`config.mk`:
```
export PLATFORM = sky130hd
export DESIGN_NAME = avcr_top
export DESIGN_NICKNAME = d
export VERILOG_FILES = /design/src/common/avcr_pkg.sv /design/src/common/avcr_dec_if.sv /design/src/verilog/avcr_top.sv /design/src/verilog/avcr_decode.sv
export SDC_FILE = /design/constraint.sdc
export NUM_CORES = 1
export LEC_CHECK = 0
export BUFFER_PORTS_ARGS = -buffer_cell sky130_fd_sc_hd__buf_2
export CORE_MARGIN = 2
export CORE_UTILIZATION = 55
export CTS_BUF_LIST = sky130_fd_sc_hd__clkbuf_4
export CTS_CLUSTER_SIZE = 8
export DETAILED_ROUTE_END_ITERATION = 6
export PLACE_DENSITY = 0.93
export SLEW_MARGIN = 10
export SYNTH_ARGS = -nofsm -noshare
export SYNTH_HDL_FRONTEND = slang
export SYNTH_SLANG_ARGS = --single-unit
```
`constraint.sdc`:
```
create_clock -name pclk -period 2.6 [get_ports pclk]
set_clock_uncertainty 0.1 [all_clocks]
set_input_delay 0.52 -clock pclk [delete_from_list [all_inputs] [get_ports pclk]]
set_output_delay 0.52 -clock pclk [all_outputs]
set_load 0.1 [all_outputs]
```
`src/common/avcr_pkg.sv`:
```
package avcr_pkg;

  // ****************************************************************
  // Register map: printed offsets are word indices, byte address is four times that.
  // ****************************************************************
  localparam logic [5:0] IDX_HP_VOL = 6'h16;
  localparam logic [5:0] IDX_RSVD = 6'h17;
  localparam logic [5:0] IDX_LEFT_ANALOG_INPUT_VOL = 6'h18;
  localparam logic [7:0] ADDR_HP_VOL = {IDX_HP_VOL, 2'b00};
  localparam logic [7:0] ADDR_RSVD = {IDX_RSVD, 2'b00};
  localparam logic [7:0] ADDR_LEFT_ANALOG_INPUT_VOL = {IDX_LEFT_ANALOG_INPUT_VOL, 2'b00};

  // ****************************************************************
  // Field positions and reset values.
  // ****************************************************************
  localparam int MIX_FORCE_BIT = 7;
  localparam int VOL_MSB = 6;
  localparam logic [7:0] HP_VOL_RST = 8'h00;
  localparam logic [7:0] LEFT_ANALOG_INPUT_VOL_RST = 8'h00;
  localparam logic [7:0] RSVD_VAL = 8'h00;

  // ****************************************************************
  // Attenuation codes, in tenths of a decibel.
  // ****************************************************************
  localparam logic [6:0] LAST_FINITE_CODE = 7'h74;
  localparam logic [6:0] MUTE_CODE = 7'h75;
  localparam logic [9:0] ATTEN_MUTE = 10'h3FF;
  localparam logic [0:116][9:0] ATTEN_TBL = {
    10'h000, 10'h005, 10'h00A, 10'h00F, 10'h014, 10'h019, 10'h01E, 10'h023, 10'h028, 10'h02D,
    10'h032, 10'h037, 10'h03C, 10'h041, 10'h046, 10'h04B, 10'h050, 10'h055, 10'h05A, 10'h05A,
    10'h064, 10'h069, 10'h06E, 10'h073, 10'h078, 10'h07D, 10'h082, 10'h087, 10'h08D, 10'h092,
    10'h097, 10'h09C, 10'h0A0, 10'h0A5, 10'h0AB, 10'h0AF, 10'h0B5, 10'h0BA, 10'h0BF, 10'h0C4,
    10'h0C9, 10'h0CE, 10'h0D3, 10'h0D8, 10'h0DD, 10'h0E2, 10'h0E7, 10'h0EC, 10'h0F1, 10'h0F6,
    10'h0FB, 10'h100, 10'h105, 10'h10A, 10'h10F, 10'h114, 10'h119, 10'h11E, 10'h123, 10'h128,
    10'h12D, 10'h132, 10'h137, 10'h13C, 10'h141, 10'h146, 10'h14B, 10'h150, 10'h155, 10'h155,
    10'h160, 10'h165, 10'h169, 10'h16F, 10'h174, 10'h179, 10'h17E, 10'h183, 10'h188, 10'h18D,
    10'h192, 10'h197, 10'h19C, 10'h1A2, 10'h1A5, 10'h1AB, 10'h1B0, 10'h1B6, 10'h1BB, 10'h1C0,
    10'h1C4, 10'h1CA, 10'h1CE, 10'h1D3, 10'h1DA, 10'h1DF, 10'h1E2, 10'h1E7, 10'h1ED, 10'h1F4,
    10'h1F7, 10'h1FE, 10'h202, 10'h206, 10'h20B, 10'h20F, 10'h219, 10'h21E, 10'h22A, 10'h237,
    10'h247, 10'h259, 10'h273, 10'h283, 10'h296, 10'h29B, 10'h2D3};

  // Returns {mute, attenuation}; reserved codes mute, the safest thing to do with a bad code.
  function automatic logic [10:0] avcr_atten_f(input logic [6:0] code);
    logic [10:0] res;
    if (code > LAST_FINITE_CODE) begin
      res = {1'b1, ATTEN_MUTE};
    end else begin
      res = {1'b0, ATTEN_TBL[code]};
    end
    return res;
  endfunction : avcr_atten_f

endpackage : avcr_pkg

```
`src/common/avcr_dec_if.sv`:
```
`timescale 1ns/100ps
// Carries one stored volume code to its decoder and the decoded gain back.
interface avcr_dec_if;
  logic [6:0] code;
  logic [9:0] atten;
  logic mute;
  modport regs (output code, input atten, input mute);
  modport dec (input code, output atten, output mute);
endinterface : avcr_dec_if

```
`src/verilog/avcr_top.sv`:
```
// Local design decision: the APB register port.
`timescale 1ns/100ps
module avcr_top (
  input wire logic pclk,
  input wire logic presetn,
  input wire logic psel,
  input wire logic penable,
  input wire logic pwrite,
  input wire logic [7:0] paddr,
  input wire logic [31:0] pwdata,
  output logic [31:0] prdata,
  output logic pready,
  output logic pslverr,
  output logic [6:0] headphone_driver_code,
  output logic [9:0] headphone_driver_atten,
  output logic headphone_driver_mute,
  output logic [6:0] left_analog_input_code,
  output logic [9:0] left_analog_input_atten,
  output logic left_analog_input_mute,
  output logic mixer_force_on
);
  import avcr_pkg::*;

  typedef struct packed {
    logic [6:0] hp_vol;
    logic [6:0] left_analog_input_vol;
    logic mix_force;
    logic [31:0] rdata;
  } avcr_st_t;

  avcr_st_t st_ff;
  avcr_st_t nxt_st;
  logic setup_ph;
  logic access_ph;
  logic addr_hit;

  avcr_dec_if hp_if ();
  avcr_dec_if left_analog_input_if ();

  // ****************************************************************
  // Bus decode.
  // ****************************************************************
  // Read data is captured in the setup cycle, so the access phase can finish at once.
  assign setup_ph = psel && !penable;
  assign access_ph = psel && penable;
  assign addr_hit = (paddr == ADDR_HP_VOL) || (paddr == ADDR_RSVD) || (paddr == ADDR_LEFT_ANALOG_INPUT_VOL);
  assign pready = 1'b1;
  assign pslverr = access_ph && !addr_hit; // Unmapped words error and write nothing.

  // ****************************************************************
  // Register update and read capture.
  // ****************************************************************
  always_comb begin
    nxt_st = st_ff;
    if (setup_ph && !pwrite) begin
      case (paddr)
        ADDR_HP_VOL: begin
          nxt_st.rdata = {25'h0000000, st_ff.hp_vol}; // D7 reads zero.
        end
        ADDR_RSVD: begin
          nxt_st.rdata = {24'h000000, RSVD_VAL};
        end
        ADDR_LEFT_ANALOG_INPUT_VOL: begin
          nxt_st.rdata = {24'h000000, st_ff.mix_force, st_ff.left_analog_input_vol};
        end
        default: begin
          nxt_st.rdata = 32'h00000000;
        end
      endcase
    end
    if (access_ph && pwrite) begin
      case (paddr)
        ADDR_HP_VOL: begin
          nxt_st.hp_vol = pwdata[VOL_MSB:0];
        end
        ADDR_LEFT_ANALOG_INPUT_VOL: begin
          nxt_st.left_analog_input_vol = pwdata[VOL_MSB:0];
          nxt_st.mix_force = pwdata[MIX_FORCE_BIT];
        end
        default: begin
          // The reserved slot holds no storage, so a stray write cannot disturb it.
          nxt_st.hp_vol = st_ff.hp_vol;
        end
      endcase
    end
  end

  // All fields clear on reset, which is code zero, 0.0dB and mixers not forced.
  always_ff @(posedge pclk or negedge presetn) begin
    if (!presetn) begin
      st_ff <= '{hp_vol: HP_VOL_RST[VOL_MSB:0], left_analog_input_vol: LEFT_ANALOG_INPUT_VOL_RST[VOL_MSB:0],
                 mix_force: LEFT_ANALOG_INPUT_VOL_RST[MIX_FORCE_BIT], rdata: 32'h00000000};
    end else begin
      st_ff <= nxt_st;
    end
  end

  // ****************************************************************
  // Gain decoders, fed straight from the stored codes.
  // ****************************************************************
  assign hp_if.code = st_ff.hp_vol;
  assign left_analog_input_if.code = st_ff.left_analog_input_vol;

  avcr_decode u_hp_dec (
    .pclk(pclk),
    .presetn(presetn),
    .dec(hp_if)
  );

  avcr_decode u_left_analog_input_dec (
    .pclk(pclk),
    .presetn(presetn),
    .dec(left_analog_input_if)
  );

  assign prdata = st_ff.rdata;
  assign headphone_driver_code = st_ff.hp_vol;
  assign headphone_driver_atten = hp_if.atten;
  assign headphone_driver_mute = hp_if.mute;
  assign left_analog_input_code = st_ff.left_analog_input_vol;
  assign left_analog_input_atten = left_analog_input_if.atten;
  assign left_analog_input_mute = left_analog_input_if.mute;
  assign mixer_force_on = st_ff.mix_force;

  // ****************************************************************
  // Checks.
  // ****************************************************************
  rsvd_reads_zero_a: assert property (@(posedge pclk) disable iff (!presetn)
    setup_ph && !pwrite && paddr == 8'h5C |=> prdata == 32'h00000000)
    else $error("reserved slot read not zero");
  rsvd_no_store_a: assert property (@(posedge pclk) disable iff (!presetn)
    access_ph && pwrite && paddr == 8'h5C |=> $stable(headphone_driver_code) && $stable(left_analog_input_code)
      && $stable(mixer_force_on))
    else $error("reserved write changed state");
  mix_force_a: assert property (@(posedge pclk) disable iff (!presetn)
    access_ph && pwrite && paddr == 8'h60 |=> mixer_force_on == $past(pwdata[7]))
    else $error("mixer force not taken from bit 7");
  left_analog_input_write_a: assert property (@(posedge pclk) disable iff (!presetn)
    access_ph && pwrite && paddr == 8'h60 |=> left_analog_input_code == $past(pwdata[6:0]))
    else $error("left input code not stored");
  left_analog_input_readback_a: assert property (@(posedge pclk) disable iff (!presetn)
    setup_ph && !pwrite && paddr == 8'h60 |=> prdata == {24'h000000, mixer_force_on, left_analog_input_code})
    else $error("left input readback wrong");
  hp_readback_a: assert property (@(posedge pclk) disable iff (!presetn)
    setup_ph && !pwrite && paddr == 8'h58 |=> prdata[31:7] == 25'h0000000 && prdata[6:0] == headphone_driver_code)
    else $error("headphone readback wrong");
  hp_takes_effect_a: assert property (@(posedge pclk) disable iff (!presetn)
    access_ph && pwrite && paddr == 8'h58 |=> ##1 {headphone_driver_mute, headphone_driver_atten}
      == avcr_atten_f($past(pwdata[6:0], 2)))
    else $error("headphone gain not updated two edges after write");
  unmapped_err_a: assert property (@(posedge pclk) disable iff (!presetn)
    access_ph && paddr != 8'h58 && paddr != 8'h5C && paddr != 8'h60 |-> pslverr && pready)
    else $error("unmapped access not errored");

endmodule : avcr_top

```
`src/verilog/avcr_decode.sv`:
```
`timescale 1ns/100ps
module avcr_decode (
  input wire logic pclk,
  input wire logic presetn,
  avcr_dec_if.dec dec
);
  import avcr_pkg::*;

  typedef struct packed {
    logic [9:0] atten;
    logic mute;
  } avcr_dec_st_t;

  avcr_dec_st_t st_ff;
  avcr_dec_st_t nxt_st;

  // ****************************************************************
  // Lookup, registered so the gain stage sees a clean, glitch-free word.
  // ****************************************************************
  always_comb begin
    nxt_st = st_ff;
    {nxt_st.mute, nxt_st.atten} = avcr_atten_f(dec.code);
  end

  // Reset state matches code zero, so the stage starts at 0.0dB.
  always_ff @(posedge pclk or negedge presetn) begin
    if (!presetn) begin
      st_ff <= '{atten: 10'h000, mute: 1'b0};
    end else begin
      st_ff <= nxt_st;
    end
  end

  assign dec.atten = st_ff.atten;
  assign dec.mute = st_ff.mute;

  // ****************************************************************
  // Checks.
  // ****************************************************************
  mute_code_a: assert property (@(posedge pclk) disable iff (!presetn)
    dec.code == 7'h75 |=> dec.mute && dec.atten == 10'h3FF)
    else $error("mute code did not mute");
  upper_start_a: assert property (@(posedge pclk) disable iff (!presetn)
    dec.code == 7'h28 |=> !dec.mute && dec.atten == 10'h0C9)
    else $error("code 0x28 not -20.1dB");
  deep_end_a: assert property (@(posedge pclk) disable iff (!presetn)
    (dec.code == 7'h6F |=> dec.atten == 10'h259) and (dec.code == 7'h74 |=> !dec.mute && dec.atten == 10'h2D3))
    else $error("deep attenuation codes wrong");
  first_step_a: assert property (@(posedge pclk) disable iff (!presetn)
    dec.code == 7'h01 |=> !dec.mute && dec.atten == 10'h005)
    else $error("code 1 not -0.5dB");
  low_top_a: assert property (@(posedge pclk) disable iff (!presetn)
    dec.code == 7'h27 |=> dec.atten == 10'h0C4 && !dec.mute)
    else $error("code 0x27 not -19.6dB");

endmodule : avcr_decode

```
==> summary.txt <==
Run status
  • Status: complete, no violations

STA
  • Tcrit/Tclk final: 96.61%
  • Highest clock rate: 398.1 MHz
  • RSZ-0062 raised after global routing: false
  • Final setup fails: 0
  • Tmin final: 2.512 ns
  • Setup_tns: 0 ns
  • Min Hold Slack: 0.2688 ns
  • Worst slew pin tran: 0.8471 ns
  • Hold Vio Cnt, Final: 0
  • Slew HR: between 40 and 50%
  • Pins Over Slew Limit: 0

Finish
  • Layout area overhead: 13.31%
  • Final Net Count: 636
  • Antenna diodes: 0
  • Finished Layout Cells: 675
  • Layout cells sized above 1: 24.31%

Clocking
  • Reg clk slew, reported paths: 0.17 ns
  • CTS tree: yes
  • Post-CTS Resized: 0
  • Number of clock sinks: 45
  • CTS max path bufs: 2
  • H-Tree Depth: 2
  • CTS Buf Count: 5
  • Clk_lat worst skew: 0.39 ns
  • Cell chosen for the clock root: clkbuf_4
  • Post-CTS Setup Repair Bufs: 0

Placement
  • GP Congestion: just under 1
  • # placed instances: 666
  • DP HPWL: 8477 um
  • Port-buffer cells: 66

Yosys
  • Async set or reset register ratio after synthesis: 100.0%
  • Area contributors post-synth: dfrtp_1, a21oi_1, o21ai_0
  • Ys Warns: 0
  • Post-Syn Area: 4089 sq um
  • EDFF count, synth: 0
  • Post-Syn Instances: 517
  • Ys flop type: dfrtp_1
  • Yosys reg bits: 45
  • Yosys cell types: 61
  • Synth area leader: dfrtp_1
  • Register area share after synthesis: 27.54%
  • Count leader, synth: a21oi_1
  • Mean Syn Cell Area: 7.909 sq um
  • List of most frequent post-synthesis cells: a21oi_1, o21ai_0, dfrtp_1
  • Synth top area share: 27.54%

Critical path
  • Setup crit start: left_analog_input_code[2]$_DFFE_PN0P_
  • Crit-path leading delay family: flip-flops
  • R2R Path Start: headphone_driver_code[3]$_DFFE_PN0P_
  • Worst path cell trace: buf_4 > buf_2
  • Worst setup SP type: register
  • CP peak stage delay: 0.75 ns
  • Largest fanout on the critical path: 18
  • Critical path endpoint category: primary output
  • Critical path type: register to primary output
  • CP max-delay cell: dfrtp_1
  • Critical Path RT: 1.98 ns
  • CP arrival: 1.89 ns
  • WP buf/inv: 2

Power
  • Max VDD drop: 334.7 uV
  • Pint: ~1.1 mW
  • Total power: 1.933 mW
  • Switch share: 41.60%
  • Comb pwr share: between 30% and 40%
  • P_sw: 0.8041 mW
  • Power Density: 417.2 nW/um^2
  • Reg power frac: 38.9%
  • Leak: 2.132 nW
  • Clock share of power: 29.3%

Route
  • Vias per Instance: between 6 and 7
  • Detail Route Antenna Nets: 0
  • First-pass iteration count of the detailed router: 6
  • DR WL/cell: 17.91 um
  • Met3 wire len: roughly 1300 um
  • Vias post-DR: 4299
  • Highest routed metal layer: met4
  • Starting DRT DRC Count: 416
  • DR WL met2: about 5500 um
  • Post-Route WL: about 12000 um
  • Metal1 wirelength: between 5000 and 6000 um
  • DRC: 0

Global routing
  • Number of global-route vias before repair: 4013
  • First-pass GRT wire length: 19910 um
  • Grt ovf: 0
  • Total track usage: between 20% and 30%
  • Largest net degree at the start of global routing: 42
  • Initial antenna violation count: 0

Flow run
  • Max-cap viol count: 0

Floorplanning
  • Height of the die: around 90 um
  • Die Area: between 8000 and 9000 sq um
  • Core area: 7214 sq um
  • Chip width: 90.22 um
  • Starting Density: 56.68%
  • # rows: 31
  • I/O pins: approximately 120

Worst hold path
  • Worst hold start: pwdata[2]
  • Min-delay worst type: input port to register
## cells by family after synthesis
| kind of cell | synth area share (%) |
|---|---|
| xor gates and xnor gates | 0.4285 |
| adders and majority gates | 4.896 |
| buffers and inverters | 10.77 |
| DFF | 27.54 |
| muxes | 7.956 |
| AOI/OAI and AO/OA | 30.05 |
| other | 0.1837 |
| and+or+nand+nor | 18.18 |
## worst reg2reg max path, cell delays in order, from the launching register on
cell       delay (ns)
dfrtp_1          0.93
o21ai_0          0.21
and3_1           0.22
a2111oi_0        0.49
a21oi_1          0.08
a31o_2           0.28
## per-stage QoR
step	area [sq um]	worst slack [ns]	util, %
after CTS	4633	0.1264	64.22
after global routing	4633	0.02807	64.22
after floorplan	4183	0.01683	-
after global placement	4517	0.2457	62.61
after detailed placement	4517	0.1973	62.61
final	4633	0.08814	64.22
## path summary, 6_finish.rpt
path,to,slack (ns),cells after the start
max in group asynchronous,left_analog_input_code[1]$_DFFE_PN0P_,1.15,3
min in group asynchronous,u_hp_dec.dec.atten[3]$_DFF_PN0_,0.46,2
max reg2reg,u_hp_dec.dec.atten[0]$_DFF_PN0_,0.22,5
min,left_analog_input_code[2]$_DFFE_PN0P_,0.27,2
min reg2reg,prdata[3]$_DFFE_PN0P_,0.44,2
max,left_analog_input_code[2],0.09,2
## power groups by stage
stage	sequential, mW	combinational [mW]	clock (mW)
3_5_place_dp	0.763	0.611	0
4_1_cts	0.751	0.613	0.572
5_1_grt	0.755	0.640	0.599
2_1_floorplan	0.985	0.308	0
6_report	0.752	0.616	0.565
3_3_place_gp	0.763	0.605	0
## sequential cells by signal, indices dropped and copies added (netlist names)
signal	count
mixer_force_on	1
u_left_analog_input_dec.dec.mute	1
u_left_analog_input_dec.dec.atten	10
u_hp_dec.dec.mute	1
headphone_driver_code	7
left_analog_input_code	7
u_hp_dec.dec.atten	10
prdata	8
## layout by cell type (no fill, tap or decap), drive strengths merged, types with 4 or more instances in the layout
cell type and count:
o211ai 12, a22oi 8, a31oi 11, o21ai 47
nor3 10, inv 16, a211oi 10, a21oi 53
o31ai 5, mux2i 10, a21o 4, buf 98
nand3 14, o22ai 4, nand2b 9, nand2 41
mux2 16, nor2b 7, conb 25, a211o 4
nor2 31, nor3b 4, dfrtp 45, or2 4
ha 16, nand4 5, and2 4, a221oi 9
clkbuf 5
## final cells by class
type / count / area (sq um)
Multi-Input combinational cell: 406 / 2611
Fill cell: 665 / 2581
Sequential cell: 45 / 1131
Timing Repair Buffer: 99 / 593.1
Tap cell: 99 / 123.9
Clock inverter: 3 / 68.82
Inverter: 18 / 67.56
Clock buffer: 5 / 37.54
## routing by layer
layer | global-route usage [%] | vias up
met4 | 10.13 | 0
met2 | 46.12 | 294
met1 | 40.68 | 2010
met5 | 0 | -
li1 | - | 1958
met3 | 5.784 | 37
## timing repair
| item | CTS | global route |
|---|---|---|
| setup endpoints to repair | 0 | 0 |
| hold endpoints to repair | 14 | 0 |
| hold buffers | 1 | 0 |
Note: power is estimated with default switching activity, not from simulation.
